$ cat src/core/irq_ctrl_defs.svh
// register offsets, field positions and reset values of the interrupt source controller
`ifndef IRQ_CTRL_DEFS_SVH
`define IRQ_CTRL_DEFS_SVH

// byte offsets, one register per byte address, data in bits 7:0
`define IRQ_OFS_LEVEL_MASK_LOW 12'h0640
`define IRQ_OFS_LEVEL_MASK_HIGH 12'h0641
`define IRQ_OFS_EDGE_MASK 12'h0642
`define IRQ_OFS_DELIVERY_CTRL 12'h0643
`define IRQ_OFS_PRIORITY_BYTE0 12'h0644
`define IRQ_OFS_PRIORITY_BYTE1 12'h0645
`define IRQ_OFS_PRIORITY_BYTE2 12'h0646
`define IRQ_OFS_PENDING_BYTE0 12'h0648
`define IRQ_OFS_PENDING_BYTE1 12'h0649
`define IRQ_OFS_PENDING_BYTE2 12'h064a

// implemented bits of each byte
`define IRQ_LEVEL_LOW_VALID 8'hd7
`define IRQ_LEVEL_HIGH_VALID 8'hf0
`define IRQ_EDGE_VALID 8'hec
`define IRQ_DELIVERY_VALID 8'h03
`define IRQ_ENABLE_BIT 0

// reset values
`define IRQ_RESET_BYTE 8'h00
`define IRQ_RESET_WORD 32'h0000_0000
`define IRQ_RESET_LEVEL 16'h0000
`define IRQ_RESET_VEC 24'h00_0000

// bus response codes
`define IRQ_RESP_OKAY 2'h0
`define IRQ_RESP_DECODE_ERR 2'h3

// number of source bit positions
`define IRQ_LEVEL_COUNT 16
`define IRQ_EDGE_COUNT 8
`define IRQ_SOURCE_COUNT 24

`endif

$ cat src/core/irq_ctrl_pkg.sv
// types shared by the interrupt source controller files
package irq_ctrl_pkg;
  typedef logic [23:0] source_vec_t;
  typedef logic [7:0] reg_byte_t;
  typedef logic [11:0] byte_addr_t;
  typedef enum logic [1:0] {
    BUS_IDLE,
    BUS_ANSWER
  } bus_state_t;
endpackage

$ cat src/core/irq_pending_latch.sv
// edge-type pending flag latch with write-one-to-clear
`timescale 1ns/100ps
`include "irq_ctrl_defs.svh"

module irq_pending_latch (
  // clock and reset
  input wire logic ref_clk_i,
  input wire logic rst_i,
  // synchronised edge requests and clear strobe
  input wire logic [7:0] edge_req_i,
  input wire logic clear_stb_i,
  input wire logic [7:0] clear_bits_i,
  // latched flags
  output logic [7:0] flags_o
);

  logic [7:0] prev_q;
  logic [7:0] prev_d;
  logic [7:0] flags_q;
  logic [7:0] flags_d;

  // rising edge catch, set wins over clear
  always_comb begin
    logic [7:0] rise;
    rise = edge_req_i & ~prev_q;
    prev_d = edge_req_i;
    flags_d = flags_q;
    if (clear_stb_i) begin
      flags_d = flags_d & ~clear_bits_i;
    end
    flags_d = (flags_d | rise) & `IRQ_EDGE_VALID;
  end

  // register stage
  always_ff @(posedge ref_clk_i) begin
    if (rst_i) begin
      prev_q <= `IRQ_RESET_BYTE;
      flags_q <= `IRQ_RESET_BYTE;
    end else begin
      prev_q <= prev_d;
      flags_q <= flags_d;
    end
  end

  assign flags_o = flags_q;

endmodule // irq_pending_latch

$ cat src/core/irq_source_ctrl.sv
// interrupt source controller: 15 sources in 24 bit positions, masks, priority, Avalon-MM registers
// Function
// - accept 10 level and 5 edge sources, in 16-bit and 8-bit fields
// - level mask byte low enables listed sources
// - level mask byte high, low nibble reserved
// - edge mask byte, bits 4,1,0 reserved
// - enable bit gates all requests
// - mode bit 1 stored, no function
// - priority bytes, one marks high priority
// - high-priority requests presented before low
// - raised source sets its pending flag
// - counter0 bit 0, pin bit 18
// - edge flag held until write one
// - level flags follow originating module status
// - host command and software level sources
// - wakeup edge source from 32kHz counter
`timescale 1ns/100ps
`include "irq_ctrl_defs.svh"

module irq_source_ctrl (
  // clock and reset
  input wire logic ref_clk_i,
  input wire logic rst_i,
  // Avalon-MM slave
  input wire logic [11:0] avs_address_i,
  input wire logic avs_read_i,
  input wire logic avs_write_i,
  input wire logic [31:0] avs_writedata_i,
  input wire logic [3:0] avs_byteenable_i,
  output logic [31:0] avs_readdata_o,
  output logic avs_waitrequest_o,
  output logic [1:0] avs_response_o,
  // level sources from other modules
  input wire logic [2:0] counter_request_i,
  input wire logic dma_request_i,
  input wire logic serial_port_request_i,
  input wire logic host_command_request_i,
  input wire logic software_request_i,
  input wire logic radio_request_i,
  input wire logic pwm_request_i,
  input wire logic analog_request_i,
  // edge sources from pins and power management
  input wire logic pin_request_i,
  input wire logic wakeup_request_i,
  input wire logic [2:0] routed_pin_request_i,
  // request to processor
  output logic irq_request_o,
  output logic irq_high_priority_o,
  output irq_ctrl_pkg::source_vec_t irq_selected_o
);

  import irq_ctrl_pkg::*;

  // ****************************************************************
  // helper functions
  // ****************************************************************

  // lowest set bit of a source vector, one-hot
  function automatic source_vec_t lowest_one(input source_vec_t v);
    source_vec_t r;
    r = v & (~v + 24'h00_0001);
    return r;
  endfunction

  // merge one byte lane into a register under its valid mask
  function automatic reg_byte_t merge_byte(input reg_byte_t old, input reg_byte_t wr, input reg_byte_t valid);
    reg_byte_t r;
    r = (old & ~valid) | (wr & valid);
    return r;
  endfunction

  // ****************************************************************
  // pin synchronisers
  // ****************************************************************

  // raw pin words and the two stages that tame metastability
  logic [15:0] lvl_raw;
  logic [7:0] edge_raw;
  logic [15:0] lvl_meta_q;
  logic [15:0] lvl_sync_q;
  logic [7:0] edge_meta_q;
  logic [7:0] edge_sync_q;
  logic [15:0] lvl_meta_d;
  logic [7:0] edge_meta_d;

  // pack sources in mask bit order
  assign lvl_raw = {analog_request_i, pwm_request_i, radio_request_i, software_request_i, 4'h0,
                    host_command_request_i, serial_port_request_i, 1'b0, dma_request_i, 1'b0,
                    counter_request_i};
  assign edge_raw = {routed_pin_request_i, 1'b0, wakeup_request_i, pin_request_i, 2'b00};

  // first stage next values
  always_comb begin
    lvl_meta_d = lvl_raw;
    edge_meta_d = edge_raw;
  end

  // two-flop synchronisers
  // only the second stage feeds logic, the first may still be settling
  always_ff @(posedge ref_clk_i) begin
    if (rst_i) begin
      lvl_meta_q <= `IRQ_RESET_LEVEL;
      lvl_sync_q <= `IRQ_RESET_LEVEL;
      edge_meta_q <= `IRQ_RESET_BYTE;
      edge_sync_q <= `IRQ_RESET_BYTE;
    end else begin
      lvl_meta_q <= lvl_meta_d;
      lvl_sync_q <= lvl_meta_q;
      edge_meta_q <= edge_meta_d;
      edge_sync_q <= edge_meta_q;
    end
  end

  // ****************************************************************
  // configuration registers
  // ****************************************************************

  // configuration state and bus strobes
  reg_byte_t mask0_q, mask0_d;
  reg_byte_t mask1_q, mask1_d;
  reg_byte_t mask2_q, mask2_d;
  reg_byte_t mode_q, mode_d;
  reg_byte_t prio0_q, prio0_d;
  reg_byte_t prio1_q, prio1_d;
  reg_byte_t prio2_q, prio2_d;
  logic wr_take;
  logic wr_commit;
  logic rd_take;
  logic clear_stb;
  reg_byte_t clear_bits;
  reg_byte_t wbyte;
  logic addr_hit;
  bus_state_t bus_q, bus_d;

  // one byte of write data taken from byte lane 0, zero when that lane is not enabled
  assign wbyte = avs_byteenable_i[0] ? avs_writedata_i[7:0] : `IRQ_RESET_BYTE;
  assign wr_take = (bus_q == BUS_IDLE) && avs_write_i;
  assign rd_take = (bus_q == BUS_IDLE) && avs_read_i;
  // a write lands on the answer edge, where the master samples waitrequest low
  // and still holds address and data; the taking edge only starts the answer
  assign wr_commit = (bus_q == BUS_ANSWER) && avs_write_i;

  // register writes
  always_comb begin
    mask0_d = mask0_q;
    mask1_d = mask1_q;
    mask2_d = mask2_q;
    mode_d = mode_q;
    prio0_d = prio0_q;
    prio1_d = prio1_q;
    prio2_d = prio2_q;
    clear_stb = 1'b0;
    clear_bits = `IRQ_RESET_BYTE;
    if (wr_commit && avs_byteenable_i[0]) begin
      unique case (avs_address_i)
        `IRQ_OFS_LEVEL_MASK_LOW: mask0_d = merge_byte(mask0_q, wbyte, `IRQ_LEVEL_LOW_VALID);
        `IRQ_OFS_LEVEL_MASK_HIGH: mask1_d = merge_byte(mask1_q, wbyte, `IRQ_LEVEL_HIGH_VALID);
        `IRQ_OFS_EDGE_MASK: mask2_d = merge_byte(mask2_q, wbyte, `IRQ_EDGE_VALID);
        `IRQ_OFS_DELIVERY_CTRL: mode_d = merge_byte(mode_q, wbyte, `IRQ_DELIVERY_VALID);
        `IRQ_OFS_PRIORITY_BYTE0: prio0_d = merge_byte(prio0_q, wbyte, `IRQ_LEVEL_LOW_VALID);
        `IRQ_OFS_PRIORITY_BYTE1: prio1_d = merge_byte(prio1_q, wbyte, `IRQ_LEVEL_HIGH_VALID);
        `IRQ_OFS_PRIORITY_BYTE2: prio2_d = merge_byte(prio2_q, wbyte, `IRQ_EDGE_VALID);
        `IRQ_OFS_PENDING_BYTE2: begin
          clear_stb = 1'b1;
          clear_bits = wbyte;
        end
        default: begin
        end
      endcase
    end
  end

  // register stage, all zero after reset
  always_ff @(posedge ref_clk_i) begin
    if (rst_i) begin
      mask0_q <= `IRQ_RESET_BYTE;
      mask1_q <= `IRQ_RESET_BYTE;
      mask2_q <= `IRQ_RESET_BYTE;
      mode_q <= `IRQ_RESET_BYTE;
      prio0_q <= `IRQ_RESET_BYTE;
      prio1_q <= `IRQ_RESET_BYTE;
      prio2_q <= `IRQ_RESET_BYTE;
    end else begin
      mask0_q <= mask0_d;
      mask1_q <= mask1_d;
      mask2_q <= mask2_d;
      mode_q <= mode_d;
      prio0_q <= prio0_d;
      prio1_q <= prio1_d;
      prio2_q <= prio2_d;
    end
  end

  // ****************************************************************
  // pending flags
  // ****************************************************************

  // latched edge flags and the full pending word
  logic [7:0] edge_flags;
  source_vec_t pending;

  irq_pending_latch u_edge_latch (
    .ref_clk_i(ref_clk_i),
    .rst_i(rst_i),
    .edge_req_i(edge_sync_q),
    .clear_stb_i(clear_stb),
    .clear_bits_i(clear_bits),
    .flags_o(edge_flags)
  );

  // level flags mirror the source module status
  // no latch here: the source module owns the clear of a level flag
  assign pending = {edge_flags, lvl_sync_q & {`IRQ_LEVEL_HIGH_VALID, `IRQ_LEVEL_LOW_VALID}};

  // ****************************************************************
  // request and priority selection
  // ****************************************************************

  // selection state, registered so every output leaves a flip-flop
  source_vec_t active;
  source_vec_t high_active;
  source_vec_t sel_d, sel_q;
  logic req_d, req_q;
  logic hi_d, hi_q;

  // unmasked pending sources and the high-priority part of them
  assign active = pending & {mask2_q, mask1_q, mask0_q};
  assign high_active = active & {prio2_q, prio1_q, prio0_q};

  // request gated by enable, high-priority group first
  // within a group the lowest bit index wins, so the choice is stable
  always_comb begin
    req_d = mode_q[`IRQ_ENABLE_BIT] && (active != 24'h00_0000);
    hi_d = req_d && (high_active != 24'h00_0000);
    sel_d = 24'h00_0000;
    if (req_d) begin
      sel_d = hi_d ? lowest_one(high_active) : lowest_one(active);
    end
  end

  // request register stage
  always_ff @(posedge ref_clk_i) begin
    if (rst_i) begin
      req_q <= 1'b0;
      hi_q <= 1'b0;
      sel_q <= `IRQ_RESET_VEC;
    end else begin
      req_q <= req_d;
      hi_q <= hi_d;
      sel_q <= sel_d;
    end
  end

  // processor outputs straight from the selection registers
  assign irq_request_o = req_q;
  assign irq_high_priority_o = hi_q;
  assign irq_selected_o = sel_q;

  // ****************************************************************
  // Avalon-MM answer
  // ****************************************************************

  // answer registers, held until the next answer
  logic [31:0] rdata_d, rdata_q;
  logic [1:0] resp_d, resp_q;
  reg_byte_t rsel;

  // readback mux
  // an address outside the map reads zero and flags a decode error
  always_comb begin
    addr_hit = 1'b1;
    rsel = `IRQ_RESET_BYTE;
    unique case (avs_address_i)
      `IRQ_OFS_LEVEL_MASK_LOW: rsel = mask0_q;
      `IRQ_OFS_LEVEL_MASK_HIGH: rsel = mask1_q;
      `IRQ_OFS_EDGE_MASK: rsel = mask2_q;
      `IRQ_OFS_DELIVERY_CTRL: rsel = mode_q;
      `IRQ_OFS_PRIORITY_BYTE0: rsel = prio0_q;
      `IRQ_OFS_PRIORITY_BYTE1: rsel = prio1_q;
      `IRQ_OFS_PRIORITY_BYTE2: rsel = prio2_q;
      `IRQ_OFS_PENDING_BYTE0: rsel = pending[7:0];
      `IRQ_OFS_PENDING_BYTE1: rsel = pending[15:8];
      `IRQ_OFS_PENDING_BYTE2: rsel = pending[23:16];
      default: addr_hit = 1'b0;
    endcase
  end

  // one wait cycle, answer in the second
  always_comb begin
    bus_d = bus_q;
    rdata_d = rdata_q;
    resp_d = resp_q;
    unique case (bus_q)
      BUS_IDLE: begin
        if (rd_take || wr_take) begin
          bus_d = BUS_ANSWER;
          rdata_d = rd_take ? {24'h00_0000, rsel} : `IRQ_RESET_WORD;
          resp_d = addr_hit ? `IRQ_RESP_OKAY : `IRQ_RESP_DECODE_ERR;
        end
      end
      BUS_ANSWER: begin
        bus_d = BUS_IDLE;
      end
    endcase
  end

  // bus state and answer register stage
  always_ff @(posedge ref_clk_i) begin
    if (rst_i) begin
      bus_q <= BUS_IDLE;
      rdata_q <= `IRQ_RESET_WORD;
      resp_q <= `IRQ_RESP_OKAY;
    end else begin
      bus_q <= bus_d;
      rdata_q <= rdata_d;
      resp_q <= resp_d;
    end
  end

  // waitrequest low only in the answer cycle
  logic wait_d, wait_q;

  // high again from the answer edge on, and while idle
  always_comb begin
    wait_d = (bus_d != BUS_ANSWER);
  end

  // waitrequest register, high through reset
  always_ff @(posedge ref_clk_i) begin
    if (rst_i) begin
      wait_q <= 1'b1;
    end else begin
      wait_q <= wait_d;
    end
  end

  // bus outputs straight from their registers
  assign avs_waitrequest_o = wait_q;
  assign avs_readdata_o = rdata_q;
  assign avs_response_o = resp_q;

endmodule // irq_source_ctrl

$ cat config.mk
export PLATFORM = sky130hd
export DESIGN_NAME = irq_source_ctrl
export DESIGN_NICKNAME = d
export VERILOG_FILES = /design/src/core/irq_ctrl_pkg.sv /design/src/core/irq_pending_latch.sv /design/src/core/irq_source_ctrl.sv
export VERILOG_INCLUDE_DIRS = /design/src /design/src/core
export SDC_FILE = /design/constraint.sdc
export NUM_CORES = 1
export LEC_CHECK = 0
export BUFFER_PORTS_ARGS = -buffer_cell sky130_fd_sc_hd__buf_4
export CAP_MARGIN = 15
export CORE_MARGIN = 2
export CORE_UTILIZATION = 47
export DETAILED_ROUTE_END_ITERATION = 8
export GPL_TIMING_DRIVEN = 0
export HOLD_SLACK_MARGIN = 0.06
export PLACE_DENSITY_LB_ADDON = 0.1
export SETUP_SLACK_MARGIN = 0.4
export SYNTH_ARGS = -nofsm -noshare
export SYNTH_HDL_FRONTEND = slang
export SYNTH_SLANG_ARGS = --single-unit
$ cat constraint.sdc
create_clock -name ref_clk_i -period 1.8 [get_ports ref_clk_i]
set_clock_uncertainty 0.1 [all_clocks]
set_input_delay 0 -clock ref_clk_i [delete_from_list [all_inputs] [get_ports ref_clk_i]]
set_output_delay 0 -clock ref_clk_i [all_outputs]
set_load 0.005 [all_outputs]
==> results of run 1 <==
[final cells by class]
| class | instances | area (um2) | share of cell area [%] |
|---|---|---|---|
| multi-input cells | 391 | 2725 | 40.99 |
| flip-flops and latches | 101 | 2048 | 30.81 |
| clock inverters | 7 | 67.56 | 1.016 |
| clock buffers | 9 | 123.9 | 1.863 |
| repair buffers | 134 | 1144 | 17.20 |
| inverters | 2 | 7.507 | 0.1129 |
| plain buffers | 54 | 370.4 | 5.571 |
| well taps | 129 | 161.4 | 2.428 |
[routing by layer]
layer,GRT usage (%),vias up,wire length [um]
li1,-,2107,-
met1,35.02,2122,6019
met2,45.50,186,7036
met3,5.521,29,900
met4,11.02,0,376
met5,0,-,0
[path summary, 6_finish.rpt]
path         slack [ns]                 end             start  cells past startpoint
min               -0.05   avs_readdata_o[2]  avs_address_i[7]                      4
max               -0.15  irq_selected_o[22]        mask2_q[2]                      6
max reg2reg       -0.15  irq_selected_o[22]        mask2_q[2]                      6
min reg2reg        0.35      lvl_sync_q[12]    lvl_meta_q[12]                      1
[sequential cells by signal, indices dropped and copies added, names as in the netlist, 5 cells and up]
name and cells:
lvl_sync_q 10, prio0_q 6, mask2_q 5, u_edge_latch.flags_o 5, avs_readdata_o 8, u_edge_latch.prev_q 5, irq_selected_o 15, prio2_q 5
edge_sync_q 5, lvl_meta_q 10, mask0_q 6, edge_meta_q 5
[critical path: cells and delay by family, from the launching register on]
| family | cells | cell delay [ns] |
|---|---|---|
| AO/OA/AOI/OAI | 3 | 0.92 |
| buffers and inverters | 1 | 0.13 |
| flip-flops | 1 | 0.39 |
| AND/OR/NAND/NOR | 2 | 0.34 |
[kinds of logic after synthesis]
| kind of cell | count (synthesis) | synth area share (%) |
|---|---|---|
| AND/OR/NAND/NOR | 243 | 28.79 |
| flip-flops | 101 | 45.00 |
| AO/OA/AOI/OAI | 88 | 12.17 |
| buffers and inverters | 56 | 7.574 |
| multiplexers | 27 | 6.377 |
| other | 1 | 0.08346 |
[what timing repair did]
item / in CTS / in global routing
gates resized for setup: 87 / 44
hold endpoints to repair: 56 / 1
pin swaps: 30 / 21
gates cloned: 1 / 0
buffers inserted: 25 / 7
setup endpoints to repair: 62 / 63
[metrics by stage]
stage	hold slack (ns)	setup WS [ns]	power [mW]	instance area, um2
global placement	0.1094	-0.4320	2.685	5418
detailed placement	0.1141	-0.4785	2.690	5418
CTS	-0.06298	-0.1955	4.164	6434
finish	-0.05022	-0.1539	4.180	6648
global route	-0.03146	-0.3013	4.332	6648
floorplan	0.02818	-0.07099	2.546	4753
[power breakdown]
part	switching (mW)	total, mW	internal [mW]	leakage [nW]
logic	0.202	0.434	0.232	1.78
clock network	0.897	1.44	0.541	0.0993
registers	0.0340	2.31	2.28	0.829
[cell usage in the layout, fill, tap and decap left out, types with 4 or more instances in the layout]
master and count:
buf_4 121, dfxtp_1 88, nand2_1 52, nor2b_1 40, dlygate4sd3_1 34, conb_1 33, nand3_1 27, nor2_1 23
mux2i_1 23, a21oi_2 19, buf_6 14, a21oi_1 14, o21ai_2 12, clkbuf_8 11, and2_1 11, clkbuf_1 10
nand2_2 10, nand4_1 9, dfxtp_2 9, o21ai_0 8, nand2b_1 7, nor3_1 7, nor2_4 6, a211oi_2 6
and3_1 5, nand2_4 5, a22oi_1 4, nand3_4 4, nor3_2 4, dfxtp_4 4
==> impl_results.md, run 1 <==
- Final setup margin: -0.1539 ns
- Measured slew at the worst slew-check pin: 0.6952 ns
- Vias: 4,444
- Root Buffer: clkbuf_8
- Clock Path Buffers: 2
- Number of global-route vias before repair: 4,142
- # DRC: 0
- Synth top area cells: dfxtp_1 45%, buf_4 5.7%, nand2_1 5.6%, nor2b_1 5.6%, mux2i_1 5.1%
- Die Wd: 101.8 um
- Violated checks: hold timing, setup timing
- Post-route ant nets: 0
- Core Rows: 35
- Initial antenna violation count: 0
- RD Place Congestion: 0.9530
- Crit share post-route: 108.5%
- Top Ports: 128
- CTS clock-pin slew for the worst setup and hold paths: 0.12 ns
- Post-synthesis sequential area ratio: 45.00%
- Max-cap viol count: 0
- Slew Viols, Final: 0
- Port bufs: 67
- Hold_buf cts: 34
- Share of cells above drive strength 1: 38.54%
- Final setup vio count: 17
- Drt total wl: 14,330 um
- Hold WC Path Type: in -> reg
- Area Growth Syn to Fin: 47.95%
- H-tree levels: 3
- Worst path slowest cell: o31ai_4
- DR vias/cell: 5.374
- Async SR Flop Fraction: 0%
- Routed len/inst: 17.33 um
- CP Class: reg -> reg
- Placed cell count: 744
- Initial cell density of the core: 48.63%
- CTS tree: yes
- Critical Path Start Type: flop
- Num CTS Buffers: 9
- Min Hold Slack: -0.05022 ns
- Die area: 10,360 um2
- Leak pwr: 2.704 nW
- Crit path required time: 1.98 ns
- Clock Latency Late Sink: 0.37 ns
- Critical path peak fanout: 6
- Crit path time final: 1.954 ns
- Delay of the slowest critical-path stage: 0.44 ns
- Global-route wire length before repair: 21,470 um
- GRT Total Usage: 27.45%
- Top cells by count, synth: 101 x dfxtp_1, 67 x nand2_1, 40 x nor2b_1, 34 x buf_4
- Slew headroom: 53.65%
- Syn_area_per_cell: 8.707 um2
- WP data arrival: 2.13 ns
- Final cell utilization of the core: 71.94%
- Post-Syn Instances: 516
- Post-DP HPWL: 9980 um
- Initial detailed-routing violation count: 283
- Fin cells: 827
- Flop and latch count out of synthesis: 101
- Cell Chain, Critical Path: a222oi_1, nand4_1, o31ai_4, inv_2, nand4b_1, o22ai_1
- Final hold violations: 1
- Final net count: 760
- Fmax: 511.8 MHz
- Pwr Density: 628.8 nW/um2
- CTS sink cnt: 101
- Worst setup EP type: flop
- Synth cell types: 55
- Area of the core: 9240 um2
- GRT overflow: 0
- Die Ht: 101.8 um
- N_diodes: 0
- DR pass1 iterations: 5
- EDFF count, synth: 0
- RSZ-0062 raised after global routing: true
- Largest net degree at the start of global routing: 20
- Count leader, synth: dfxtp_1
- Worst VDD drop: 0.0006905 V
- Yosys top cell by area: dfxtp_1
- # fillers: 716
- Fin Setup TNS: -2.141 ns
- YS warnings: 0
- Outcome: complete, but fails checks
- Synth Flop Type: dfxtp_1
- Mapped cell area: 4493 um2
- Top cell type's share of synthesized area: 45.00%
(Power assumes the default switching activity.)
==> run 2: changes to the inputs <==
--- a/config.mk
+++ b/config.mk
@@ -14,7 +14,7 @@
 export GPL_TIMING_DRIVEN = 0
 export HOLD_SLACK_MARGIN = 0.06
 export PLACE_DENSITY_LB_ADDON = 0.1
-export SETUP_SLACK_MARGIN = 0.4
+export SETUP_SLACK_MARGIN = 0.1
 export SYNTH_ARGS = -nofsm -noshare
 export SYNTH_HDL_FRONTEND = slang
 export SYNTH_SLANG_ARGS = --single-unit
==> run 2 against run 1 <==
Net effect:
- highest routed layer unchanged
- total power about the same
- core utilization decreased by 3.9 points
- final cell count decreased by 0.24%
- register-to-register slack got worse by 0.07 ns
- the flow finishes with violations (setup timing)
- clock power about the same
==> impl_results.md, run 2 (synthesis results as in run 1) <==
- GRT overflow: 0
- Max-cap viol count: 0
- Combinational power share: 9.5%
- Die area: 10,360 um2
- Crit path time final: 2.019 ns
- Pwr Density: 664.7 nW/um2
- Violated checks: setup timing
- Core Rows: 35
- Measured slew at the worst slew-check pin: 0.7131 ns
- Reg power frac: 55.3%
- Most frequent cells in the layout: 130 x buf_4, 93 x dfxtp_1, 66 x nand2_1
- Final cell utilization of the core: 68.07%
- Initial detailed-routing violation count: 325
- DP Worst Slack: -0.4957 ns
- Die Wd: 101.8 um
- Crit path required time: 1.99 ns
- Num CTS Buffers: 9
- Hold wc startpoint: avs_address_i[3]
- Initial cell density of the core: 48.63%
- Share of cells above drive strength 1: 30.46%
- Post-DP HPWL: 10,210 um
- N_diodes: 0
- Top Ports: 128
- Initial antenna violation count: 0
- CP Class: reg -> reg
- WP data arrival: 2.20 ns
- Max FFs per register: 15
- Global-route wire length before repair: 21,330 um
- Int Power: 3.041 mW
- Leak pwr: 2.564 nW
- GRT Total Usage: 27.41%
- RSZ-0062 raised after global routing: true
- DR pass1 iterations: 5
- Critical path peak fanout: 5
- Final setup margin: -0.2192 ns
- Post-route ant nets: 0
- Area Growth Syn to Fin: 39.99%
- Crit share post-route: 112.2%
- Slew Viols, Final: 0
- Routed len/inst: 17.40 um
- Clock Latency Late Sink: 0.38 ns
- Clock power share: 35.2%
- Commonest non-fill, non-tap cell in the layout: buf_4
- Worst setup EP type: flop
- CTS tree: yes
- Origin of the critical flop-to-flop path: u_edge_latch.flags_o[3]
- RD Place Congestion: 0.9538
- # DRC: 0
- Worst VDD drop: 0.0005700 V
- Number of global-route vias before repair: 4,113
- Area of the core: 9240 um2
- Placed cell count: 744
- CTS sink cnt: 101
- Fin cells: 825
- Critical Path Start Type: flop
- Largest net degree at the start of global routing: 21
- P_sw: 1.140 mW
- Vias: 4,363
- Hold WC Path Type: in -> reg
- CP Launch Point: u_edge_latch.flags_o[3]
- Clock Path Buffers: 2
- Final net count: 758
- Slew headroom: 52.46%
- H-tree levels: 3
- Net Sw Frac: 27.26%
- DR vias/cell: 5.288
- Drt total wl: 14,360 um
- CTS clock-pin slew for the worst setup and hold paths: 0.11 ns
- Fmax: 495.3 MHz
- Die Ht: 101.8 um
- Outcome: complete, but fails checks
- Final hold violations: 0
- Port bufs: 67
- Root Buffer: clkbuf_8
- Final setup vio count: 16
[run 2: cell count changes in the layout (fill, tap and decap cells not counted), sizes merged]
cell and change:
dlygate4sd3 -6, buf +3, inv -2, clkinv +1
clkinvlp +1, dlymetal6s4s +1
[run 2: layout make-up]
type	instances	area, um2
clock inverter	7	80.08
tap	129	161.4
multi-input combinational	391	2435
buffer	54	359.1
timing repair buffer	132	1086
fill	755	2950
clock buffer	9	123.9
inverter	2	7.507
sequential	101	2037
[run 2: power groups by stage]
stage	registers (mW)	clock network [mW]	logic, mW
detailed placement	2.36	0	0.327
finish	2.31	1.47	0.396
floorplan	2.35	0	0.194
global placement	2.36	0	0.322
global route	2.32	1.58	0.429
CTS	2.31	1.49	0.376
[run 2: worst max-delay path, stage by stage, from the launching register on]
cell and delay [ns]:
dfxtp_2 0.38, a222oi_1 0.43, buf_4 0.18, buf_4 0.09, buf_4 0.10, buf_4 0.10
buf_4 0.11, nand3_1 0.10, o41ai_2 0.33
[run 2: path summary, 6_finish.rpt]
kind	end	slack (ns)	cells after the start
worst max-delay path	irq_selected_o[23]	-0.22	8
worst min-delay path	mask2_q[7]	0.08	6
worst max register to register	irq_selected_o[23]	-0.22	8
worst min register to register	lvl_sync_q[2]	0.35	1
[run 2: per-layer routing]
| metal | wire (um) | part of all wire, % | vias up | GRT usage, % |
|---|---|---|---|---|
| met3 | 812 | 5.7 | 33 | 4.072 |
| met2 | 6985 | 49 | 189 | 46.15 |
| met1 | 6221 | 43 | 2032 | 35.38 |
| met4 | 338 | 2.4 | 0 | 10.71 |
| li1 | - | - | 2109 | - |
| met5 | 0 | 0 | - | 0 |
[run 2: stage by stage]
step	power (mW)	setup TNS [ns]	hold WS, ns	area [um2]
after global routing	4.329	-3.677	0.1229	6290
after floorplan	2.542	-0.8561	0.02818	4691
final	4.181	-2.612	0.08490	6290
after detailed placement	2.689	-14.79	0.1151	5355
after global placement	2.683	-14.41	0.1118	5355
after CTS	4.182	-1.885	0.06521	6065
[run 2: what timing repair did]
action	CTS	global route
hold buffers	29	0
setup buffers	17	18
setup endpoints to repair	49	51
pin swaps	14	15
gates cloned	1	0
endpoints found under the hold margin	69	0
gates resized for setup	23	33
